==> src/pkg/adcsc_pkg.sv <==
// Purpose: Shared constants and types for the converter serial control pins.
// Assumes: One system clock at 100 MHz on both ends.
// Notes: Pin sample vectors use the PIN_* bit positions below.
package adcsc_pkg;

    // ==========================================================
    // Frame layout
    localparam int FRAME_BITS = 16;
    localparam int CMD_W = 4;
    localparam int RESULT_W = 10;
    localparam int CFG_W = 12;
    localparam int CNT_W = 5;

    // ==========================================================
    // Positions of the sampled pins inside the synchroniser vector
    localparam int PIN_CS = 0;
    localparam int PIN_SCLK = 1;
    localparam int PIN_SDI = 2;
    localparam int PIN_FS = 3;
    localparam int PIN_CST = 4;
    localparam int PIN_PWD = 5;
    localparam int PIN_N = 6;
    // Idle pin levels: selects, frame sync, start and power pins high.
    localparam logic [5:0] PIN_IDLE = 6'h39;

    // ==========================================================
    // Commands and configuration fields
    localparam logic [3:0] CMD_CFG_READ = 4'h9;
    localparam logic [3:0] CMD_CFG_WRITE = 4'ha;
    localparam int CMD_CHAN_LIMIT = 8;
    localparam int CFG_INT_BIT = 2;
    localparam int CFG_MODE_LSB = 5;
    localparam logic [11:0] CFG_RESET = 12'h000;
    localparam logic [9:0] RESULT_RESET = 10'h000;

    // ==========================================================
    // Timing
    localparam int SAMPLE_SHORT_EDGES = 12;
    localparam int CONV_EDGES = 11;
    localparam int CLK_PERIOD_NS = 10;
    localparam int SCLK_PERIOD_NS = 160;
    localparam int SCLK_HALF_CYCLES = SCLK_PERIOD_NS / (2 * CLK_PERIOD_NS);

    // ==========================================================
    // Converter phases and host frame phases
    typedef enum logic [1:0] {ADCSC_IDLE, ADCSC_SAMPLE, ADCSC_CONVERT, ADCSC_SLEEP} adcsc_phase_t;
    typedef enum logic [2:0] {HST_IDLE, HST_START, HST_FSUP, HST_FSDN, HST_XFER, HST_END}
        adcsc_hphase_t;

endpackage

==> src/pkg/adcsc_if.sv <==
// Purpose: Pin bundle between the converter control end and the host end.
// Assumes: Both ends run on one shared 100 MHz clock.
// Notes: The serial output wire is resolved here from its enable.
`timescale 1ns/100ps
interface adcsc_if;
    logic chipSelectN;
    logic sclk;
    logic sdi;
    logic frameSyncInputN;
    logic conversionStartPinN;
    logic powerDownPinN;
    logic sdo;
    logic sdoOeN;
    logic eocIntN;
    logic sdoWire;

    // A released line shows the inverse of the last bit, so a late sample shows as an error.
    assign sdoWire = sdoOeN ? ~sdo : sdo;

    modport dev (
        input chipSelectN, sclk, sdi, frameSyncInputN, conversionStartPinN, powerDownPinN,
        output sdo, sdoOeN, eocIntN
    );
    modport host (
        output chipSelectN, sclk, sdi, frameSyncInputN, conversionStartPinN, powerDownPinN,
        input sdoWire, eocIntN
    );
endinterface

==> src/hw/adcsc_dev.sv <==
// Purpose: Control pin logic of the serial converter, device end.
// Assumes: All pins are asynchronous and pass two flip-flops first.
// Notes: The analog core is outside; it supplies a code and takes controls.
// Operation
// - Select fall clears counter; with sync high, enables input, output.
// - Input stops at sixteen edges or select rise.
// - Output released after select rises.
// - Host may use select as frame sync.
// - Start pin fall begins sampling.
// - Start pin rise holds and converts.
// - Start pin free of clock; low time samples.
// - End flag low from hold to done.
// - End flag used only in mode zero.
// - Interrupt falls at done; select or sync clears.
// - Interrupt fall releases the serial output.
// - Sync low at select fall waits input.
// - Sync fall clears counter, enables input.
// - Sync mode releases output after sixteenth bit.
// - Power pin low powers analog down.
// - Select or start pin wakes after power-up.
// - Serial clock shifts input and times conversion.
// - Most significant first; top nibble is command.
// - Config write carries twelve data bits.
// - Plain mode samples input on clock rise.
// - Sync mode samples input on clock fall.
// - Sync level at select fall picks mode.
// - Output result ten bits, then six zeros.
// - Plain mode changes output on clock fall.
`timescale 1ns/100ps
module adcsc_dev
    import adcsc_pkg::*;
#(
    parameter int SAMPLE_EDGES = SAMPLE_SHORT_EDGES,
    parameter int CONVERT_EDGES = CONV_EDGES
) (
    input wire logic clk, // System clock.
    input wire logic arst_n, // Asynchronous reset, active low.
    adcsc_if.dev pins, // Serial and control pins.
    input wire logic [RESULT_W-1:0] analogCode, // Code from the analog core.
    output logic [2:0] channel, // Selected analog channel.
    output logic sampling, // Sample-and-hold is tracking.
    output logic analogPowerDown // Analog and reference circuits off.
);

    // ==========================================================
    // Parameter checks
    if (SAMPLE_EDGES < 1 || SAMPLE_EDGES > 31 || CONVERT_EDGES < 1 || CONVERT_EDGES > 31) begin
        $error("Edge counts must lie between 1 and 31.");
    end

    // ==========================================================
    // State
    typedef struct packed {
        logic [PIN_N-1:0] s1;
        logic [PIN_N-1:0] s2;
        logic [PIN_N-1:0] s3;
        adcsc_phase_t phase;
        logic fsMode;
        logic sdiEn;
        logic sdoOn;
        logic sdoBit;
        logic [CNT_W-1:0] inCnt;
        logic [FRAME_BITS-1:0] inSr;
        logic [FRAME_BITS-1:0] outSr;
        logic [CFG_W-1:0] cfg;
        logic readCfg;
        logic [2:0] chan;
        logic extSample;
        logic [CNT_W-1:0] edgeCnt;
        logic [RESULT_W-1:0] heldCode;
        logic [RESULT_W-1:0] result;
        logic eocIntN;
    } adcsc_dev_state_t;

    localparam adcsc_dev_state_t DEV_RST = '{s1: PIN_IDLE, s2: PIN_IDLE, s3: PIN_IDLE,
        phase: ADCSC_IDLE, cfg: CFG_RESET, result: RESULT_RESET, eocIntN: 1'b1, default: '0};

    adcsc_dev_state_t q;
    adcsc_dev_state_t d;

    // ==========================================================
    // Edge detection on the second and third stages only
    logic csLvl, fsLvl, sdiLvl;
    logic csFall, csRise, fsFall, fsRise, sclkRise, sclkFall, cstFall, cstRise;
    logic sampleEdge, shiftEdge, intMode, eocMode, powerLow;
    logic [CMD_W-1:0] cmdNow;
    logic [FRAME_BITS-1:0] wordNow;
    logic [FRAME_BITS-1:0] frameWord;

    assign csLvl = q.s2[PIN_CS];
    assign fsLvl = q.s2[PIN_FS];
    assign sdiLvl = q.s2[PIN_SDI];
    assign csFall = q.s3[PIN_CS] & ~q.s2[PIN_CS];
    assign csRise = ~q.s3[PIN_CS] & q.s2[PIN_CS];
    assign fsFall = q.s3[PIN_FS] & ~q.s2[PIN_FS];
    assign fsRise = ~q.s3[PIN_FS] & q.s2[PIN_FS];
    assign sclkRise = ~q.s3[PIN_SCLK] & q.s2[PIN_SCLK];
    assign sclkFall = q.s3[PIN_SCLK] & ~q.s2[PIN_SCLK];
    assign cstFall = q.s3[PIN_CST] & ~q.s2[PIN_CST];
    assign cstRise = ~q.s3[PIN_CST] & q.s2[PIN_CST];
    assign powerLow = ~q.s2[PIN_PWD];

    // Input is taken on rise in plain mode, on fall in sync mode.
    assign sampleEdge = q.fsMode ? sclkFall : sclkRise;
    // Output moves on the opposite edge.
    assign shiftEdge = q.fsMode ? sclkRise : sclkFall;

    // Word and command as they stand once the current bit is shifted in.
    assign wordNow = {q.inSr[FRAME_BITS-2:0], sdiLvl};
    assign cmdNow = wordNow[CMD_W-1:0];

    // Result first and six zero bits, or the configuration after a read command.
    assign frameWord = q.readCfg ? {{CMD_W{1'b0}}, q.cfg} :
        {q.result, {(FRAME_BITS - RESULT_W){1'b0}}};

    assign intMode = q.cfg[CFG_INT_BIT];
    assign eocMode = ~intMode & (q.cfg[CFG_MODE_LSB+1:CFG_MODE_LSB] == 2'b00);

    // ==========================================================
    // Next-state logic
    always_comb begin
        d = q;
        d.s1 = {pins.powerDownPinN, pins.conversionStartPinN, pins.frameSyncInputN,
            pins.sdi, pins.sclk, pins.chipSelectN};
        d.s2 = q.s1;
        d.s3 = q.s2;

        // Frame control.
        if (csRise) begin
            d.sdiEn = 1'b0;
            d.sdoOn = 1'b0;
        end else if (csFall) begin
            d.fsMode = ~fsLvl;
            d.inCnt = '0;
            d.sdiEn = fsLvl;
            d.sdoOn = fsLvl;
            d.outSr = frameWord;
            d.sdoBit = frameWord[FRAME_BITS-1];
            d.readCfg = 1'b0;
        end else if (!csLvl && fsFall) begin
            d.inCnt = '0;
            d.sdiEn = 1'b1;
            d.sdoOn = 1'b1;
            d.outSr = frameWord;
            d.sdoBit = frameWord[FRAME_BITS-1];
            d.readCfg = 1'b0;
        end else begin
            // Shift input on the sampling edge of the serial clock.
            if (q.sdiEn && sampleEdge) begin
                d.inSr = wordNow;
                d.inCnt = q.inCnt + 1'b1;
                if (q.inCnt == CNT_W'(FRAME_BITS - 1)) begin
                    d.sdiEn = 1'b0;
                    if (q.fsMode) begin
                        d.sdoOn = 1'b0;
                    end
                    if (wordNow[FRAME_BITS-1 -: CMD_W] == CMD_CFG_WRITE) begin
                        d.cfg = wordNow[CFG_W-1:0];
                    end
                    if (wordNow[FRAME_BITS-1 -: CMD_W] == CMD_CFG_READ) begin
                        d.readCfg = 1'b1;
                    end
                end
            end
            // Present the next output bit on the shifting edge.
            if (q.sdoOn && shiftEdge) begin
                d.outSr = {q.outSr[FRAME_BITS-2:0], 1'b0};
                d.sdoBit = q.outSr[FRAME_BITS-2];
            end
        end

        // Interrupt clear on a new select fall or a sync rise.
        if (intMode && (csFall || fsRise)) begin
            d.eocIntN = 1'b1;
        end

        // Conversion sequencing timed by the serial clock.
        case (q.phase)
            ADCSC_IDLE: begin
                if (q.sdiEn && sampleEdge && q.inCnt == CNT_W'(CMD_W - 1)
                        && cmdNow < CMD_W'(CMD_CHAN_LIMIT)) begin
                    d.phase = ADCSC_SAMPLE;
                    d.chan = cmdNow[2:0];
                    d.extSample = 1'b0;
                    d.edgeCnt = '0;
                end
            end
            ADCSC_SAMPLE: begin
                if ((q.extSample && cstRise) || (!q.extSample && sclkRise
                        && q.edgeCnt == CNT_W'(SAMPLE_EDGES - 1))) begin
                    d.phase = ADCSC_CONVERT;
                    d.heldCode = analogCode;
                    d.edgeCnt = '0;
                    if (eocMode) begin
                        d.eocIntN = 1'b0;
                    end
                end else if (!q.extSample && sclkRise) begin
                    d.edgeCnt = q.edgeCnt + 1'b1;
                end
            end
            ADCSC_CONVERT: begin
                if (sclkRise && q.edgeCnt == CNT_W'(CONVERT_EDGES - 1)) begin
                    d.phase = ADCSC_IDLE;
                    d.result = q.heldCode;
                    if (intMode) begin
                        d.eocIntN = 1'b0;
                        d.sdoOn = 1'b0;
                    end else begin
                        d.eocIntN = 1'b1;
                    end
                end else if (sclkRise) begin
                    d.edgeCnt = q.edgeCnt + 1'b1;
                end
            end
            ADCSC_SLEEP: begin
                if (!powerLow && csFall) begin
                    d.phase = ADCSC_IDLE;
                end
            end
            default: begin
                d.phase = ADCSC_IDLE;
            end
        endcase

        // Start pin fall opens extended sampling unless the power pin is low, select level aside.
        if (cstFall && !powerLow) begin
            d.phase = ADCSC_SAMPLE;
            d.extSample = 1'b1;
            d.edgeCnt = '0;
        end

        // Power pin low aborts any conversion and holds the core off.
        if (powerLow) begin
            d.phase = ADCSC_SLEEP;
            if (eocMode) begin
                d.eocIntN = 1'b1;
            end
        end
    end

    // ==========================================================
    // State register
    always_ff @(posedge clk or negedge arst_n) begin
        if (!arst_n) begin
            q <= DEV_RST;
        end else begin
            q <= d;
        end
    end

    // ==========================================================
    // Outputs
    assign pins.sdo = q.sdoBit;
    assign pins.sdoOeN = ~q.sdoOn;
    assign pins.eocIntN = q.eocIntN;
    assign channel = q.chan;
    assign sampling = (q.phase == ADCSC_SAMPLE);
    assign analogPowerDown = (q.phase == ADCSC_SLEEP);

endmodule

==> src/flat_wrapper.sv <==
// flat-port wrapper written by rule: the top's interface ports become plain ports
module adcsc_dev_flat import adcsc_pkg::*;
#(
    parameter int SAMPLE_EDGES = SAMPLE_SHORT_EDGES,
    parameter int CONVERT_EDGES = CONV_EDGES
)
  (clk, arst_n, analogCode, channel, sampling, analogPowerDown, pins_chipSelectN, pins_sclk, pins_sdi, pins_frameSyncInputN, pins_conversionStartPinN, pins_powerDownPinN, pins_sdo, pins_sdoOeN, pins_eocIntN);
  adcsc_if pins_i ();
  input wire logic clk;
  input wire logic arst_n;
  input wire logic [RESULT_W-1:0] analogCode;
  output logic [2:0] channel;
  output logic sampling;
  output logic analogPowerDown;
  input wire logic [$bits(pins_i.chipSelectN)-1:0] pins_chipSelectN;
  input wire logic [$bits(pins_i.sclk)-1:0] pins_sclk;
  input wire logic [$bits(pins_i.sdi)-1:0] pins_sdi;
  input wire logic [$bits(pins_i.frameSyncInputN)-1:0] pins_frameSyncInputN;
  input wire logic [$bits(pins_i.conversionStartPinN)-1:0] pins_conversionStartPinN;
  input wire logic [$bits(pins_i.powerDownPinN)-1:0] pins_powerDownPinN;
  output wire logic [$bits(pins_i.sdo)-1:0] pins_sdo;
  output wire logic [$bits(pins_i.sdoOeN)-1:0] pins_sdoOeN;
  output wire logic [$bits(pins_i.eocIntN)-1:0] pins_eocIntN;
  assign pins_i.chipSelectN = pins_chipSelectN;
  assign pins_i.sclk = pins_sclk;
  assign pins_i.sdi = pins_sdi;
  assign pins_i.frameSyncInputN = pins_frameSyncInputN;
  assign pins_i.conversionStartPinN = pins_conversionStartPinN;
  assign pins_i.powerDownPinN = pins_powerDownPinN;
  assign pins_sdo = pins_i.sdo;
  assign pins_sdoOeN = pins_i.sdoOeN;
  assign pins_eocIntN = pins_i.eocIntN;
  adcsc_dev #(.SAMPLE_EDGES(SAMPLE_EDGES), .CONVERT_EDGES(CONVERT_EDGES)) u_core (.clk(clk), .arst_n(arst_n), .pins(pins_i), .analogCode(analogCode), .channel(channel), .sampling(sampling), .analogPowerDown(analogPowerDown));
endmodule
==> config.mk <==
export PLATFORM = sky130hd
export DESIGN_NAME = adcsc_dev_flat
export DESIGN_NICKNAME = d
export VERILOG_FILES = /design/src/pkg/adcsc_pkg.sv /design/src/pkg/adcsc_if.sv /design/src/hw/adcsc_dev.sv /design/src/flat_wrapper.sv
export SDC_FILE = /design/constraint.sdc
export NUM_CORES = 1
export LEC_CHECK = 0
export BUFFER_PORTS_ARGS = -buffer_cell sky130_fd_sc_hd__clkbuf_2
export CAP_MARGIN = 0
export CELL_PAD_IN_SITES_DETAIL_PLACEMENT = 0
export CELL_PAD_IN_SITES_GLOBAL_PLACEMENT = 1
export CORE_MARGIN = 2
export CORE_UTILIZATION = 30
export CTS_CLUSTER_SIZE = 40
export DETAILED_ROUTE_END_ITERATION = 6
export PLACE_DENSITY = 0.64
export RECOVER_POWER = 100
export SYNTH_ARGS = -nofsm -noshare
export SYNTH_HDL_FRONTEND = slang
export SYNTH_SLANG_ARGS = --single-unit
==> constraint.sdc <==
create_clock -name clk -period 1.9 [get_ports clk]
set_input_delay 0.095 -clock clk [delete_from_list [all_inputs] [get_ports clk]]
set_output_delay 0.095 -clock clk [all_outputs]
set_load 0.01 [all_outputs]
==> metrics.csv <==
stage,metric,value,unit
power_and_ir_drop,seq_power_share,49.1,%
detailed_routing,ant_nets,0,
detailed_routing,via_per_inst,4.67,
placed_design,dp_cells,587,
hold_path,hold_class,in2async,
power_and_ir_drop,peakVddDrop,548,uV
power_and_ir_drop,p_sw_share,27.6,%
global_routing,grtUsageTotal,12.2,%
power_and_ir_drop,p_comb_share,16.9,%
cts,cts_buffer_depth,2,
floorplanning,die_w,126,um
power_and_ir_drop,cellLeakagePower,2.56,nW
floorplanning,dieArea,0.0160,mm^2
setup_path,required,2130,ps
placed_design,io_buffers,25,
yosys,synth_edf_count,0,
floorplanning,initial_core_util,30.8,%
placed_design,dp_hpwl,6.30,mm
flow_run,maxCapViolations,0,
yosys,syn-cell-area,0.00449,mm^2
sta,finalCriticalPeriod,1910,ps
sta,grt_setup_unrepaired,yes,
yosys,yosysMostFrequentCell,dfrtp_1,
detailed_routing,routed_wl,9.12,mm
yosys,ys_ff_latch,100,
power_and_ir_drop,switching_power,1.45,mW
yosys,yosysUniqueCellTypes,52,
detailed_routing,firstDrtPassIters,4,
run_status,violations,negative setup slack,
setup_path,rr_worst_depth,7,
yosys,syn_area_per_cell,12.4,um^2
sta,post-route-period-util,101,%
finish,areaGrowthSynthToFinish,23.9,%
placed_design,gp_congestion,0.805,
finish,antenna_cells,0,
finish,final_layout_size_suffix_gt1_share,33.3,%
setup_path,cp_max_fo,12,
yosys,async_reset_ff_share,100,%
cts,cts_tree,yes,
sta,tns,-31.4,ps
sta,final_hold_viol_count,0,
setup_path,worstSetupStartpointType,flip-flop,
floorplanning,coreArea,0.0146,mm^2
floorplanning,die_h,126,um
cts,htreeDepth,3,
cts,root_buffer,clkbuf_16,
sta,max_clock_freq,523,MHz
cts,numClockSinks,100,
finish,fin_cells,622,
setup_path,worst_setup_path_end_kind,flip-flop,
yosys,synthFlopType,dfrtp_1,
setup_path,r2r-end,u_core.q[41],
setup_path,critPathKind,reg2reg,
power_and_ir_drop,power.clock.fraction,33.9,%
detailed_routing,vias,2907,
power_and_ir_drop,powerDensity,940,mW/mm^2
power_and_ir_drop,p_int,3.78,mW
floorplanning,rows,44,
yosys,synth.top_cells.by_area,"dfrtp_1 (49%), mux2_2 (10%), dfstp_2 (7.0%)",
sta,setup_viol,6,
detailed_routing,wl_per_cell,14.7,um
yosys,yosysSeqAreaShare,56.1,%
yosys,synth.net_count,390,
cts,cts_made_buffers,9,
sta,worst_slew_pin_slew,718,ps
sta,fin_ws,-12.4,ps
sta,slew_viol_final,0,
global_routing,grt_pass1_vias,3013,
yosys,synth_top_area_cell,dfrtp_1,
detailed_routing,drc,0,
yosys,yosysWarnings,0,
cts,clk_pin_slew_worst_paths,70,ps
floorplanning,ioPinCount,26,
setup_path,crit_chain,"inv_2, ha_4, or2_4, nor2_4, nand4b_4, buf_12, mux2_4",
setup_path,r2r_setup_slack,-10,ps
setup_path,arrival,2140,ps
global_routing,grt_max_degree,46,
setup_path,critPathMaxStageDelay,560,ps
yosys,synth_top_area_share,49.0,%
global_routing,grt_pass1_wl,15.5,mm
finish,fin_nets,462,
detailed_routing,drt_iter0_markers,142,
global_routing,grt.overflow.total,0,
sta,max-slew-margin-rel,52.1,%
global_routing,antenna_found_initial,0,
run_status,status,finished with violations,
sta,fin_skew,6.41,ps
setup_path,r2r_start,u_core.csLvl,
yosys,synthTopCellsByCount,"dfrtp_1 (88), mux2_2 (41), nand2_1 (26), a21oi_1 (18)",
setup_path,cpMaxStageDelayCell,dfstp_2,
cts,insertion_delay,350,ps
yosys,syn_inst,361,
## area by class of cell
cell class	count	area, um^2
Clock buffer	11	243
Clock inverter	5	42.5
Fill cell	1404	9020
Inverter	15	56.3
Multi-Input combinational cell	232	1910
Sequential cell	100	2520
Tap cell	184	230
Timing Repair Buffer	75	561
## per-layer routing
metal	track usage, %	vias to the layer above	part of all wire (%)
met2	19.4	26	50
met1	16.2	1442	46
met3	3.88	9	3.1
li1	-	1430	-
met4	3.30	0	1.3
met5	0	-	0
## kinds of logic (layout without fill, tap and decap cells)
group	after synthesis	in the layout	share of synthesized area, %
AO/OA/AOI/OAI	70	70	10.0
adder cells (fa/ha/maj)	11	11	3.06
buffers and inverters	30	106	3.12
flip-flops	100	100	56.1
multiplexers	58	58	15.2
AND/OR/NAND/NOR	92	93	12.5
## through the flow
stage               power (mW)  util (%)  hold slack [ps]  setup slack [ps]  cell area [um^2]
finish                    5.23      38.1              330             -12.4              5560
global route              5.53      38.1              362             -65.6              5560
CTS                       5.33      38.3              213              5.76              5590
detailed placement        3.49      35.1             54.7             -15.9              5120
global placement          3.47      35.1             48.9              23.1              5120
floorplan                 3.14         -             -201             -40.2              4560
## what timing repair did
| item | in CTS | in global routing |
|---|---|---|
| pin swaps | 2 | 1 |
| gates resized for setup | 3 | 8 |
| buffers inserted | 0 | 1 |
| setup endpoints to repair | 17 | 41 |
| hold buffers | 17 | 0 |
| hold endpoints to repair | 44 | 0 |
| cloned | 0 | 1 |
## power groups by stage
| stage | sequential (mW) | clock, mW | combinational [mW] |
|---|---|---|---|
| 2_1_floorplan | 2.56 | 0 | 0.574 |
| 3_3_place_gp | 2.60 | 0 | 0.863 |
| 3_5_place_dp | 2.61 | 0 | 0.877 |
| 4_1_cts | 2.57 | 1.84 | 0.910 |
| 5_1_grt | 2.61 | 1.93 | 0.993 |
| 6_report | 2.57 | 1.77 | 0.886 |
## worst max-delay path by stage
stage,slack (ps),to,start
detailed placement,-20,u_core.q[31],u_core.q[75]
CTS,6,u_core.q[42],u_core.q[75]
finish,-10,u_core.q[41],u_core.csLvl
global placement,20,u_core.q[67],u_core.csLvl
global route,-70,u_core.q[41],u_core.csLvl
floorplan,-40,u_core.cmdNow[1],u_core.csLvl
## cell usage in the layout, fill, tap and decap left out, types with 7 or more instances in the layout
cell            n
nand3_1         9
nand2b_1        7
mux2_2         31
dlygate4sd3_1  17
nand2_1        25
a21oi_1        17
clkbuf_1        9
nor2_1         16
clkbuf_2       21
buf_4          25
dfstp_2         9
inv_1          14
o21ai_0        17
mux2i_1         7
ha_1            7
dfrtp_1        88
clkbuf_16       9
a31oi_1         7
mux2_4         19
## flip-flops by register name (all words and copies together) (netlist names)
name,count
u_core.q,79
u_core.d,10
u_core.cmdNow,4
u_core.channel,3
u_core.csLvl,1
u_core.intMode,1
u_core.pins.eocIntN,1
u_core.pins.sdo,1
## critical path, delay by kind of cell (launching register included)
kind | cells | cell delay [ps]
DFF | 1 | 560
adders and majority gates | 1 | 150
buffers and inverters | 2 | 230
and+or+nand+nor | 3 | 550
muxes | 1 | 300
No activity file was read; power rests on OpenSTA's default activity.
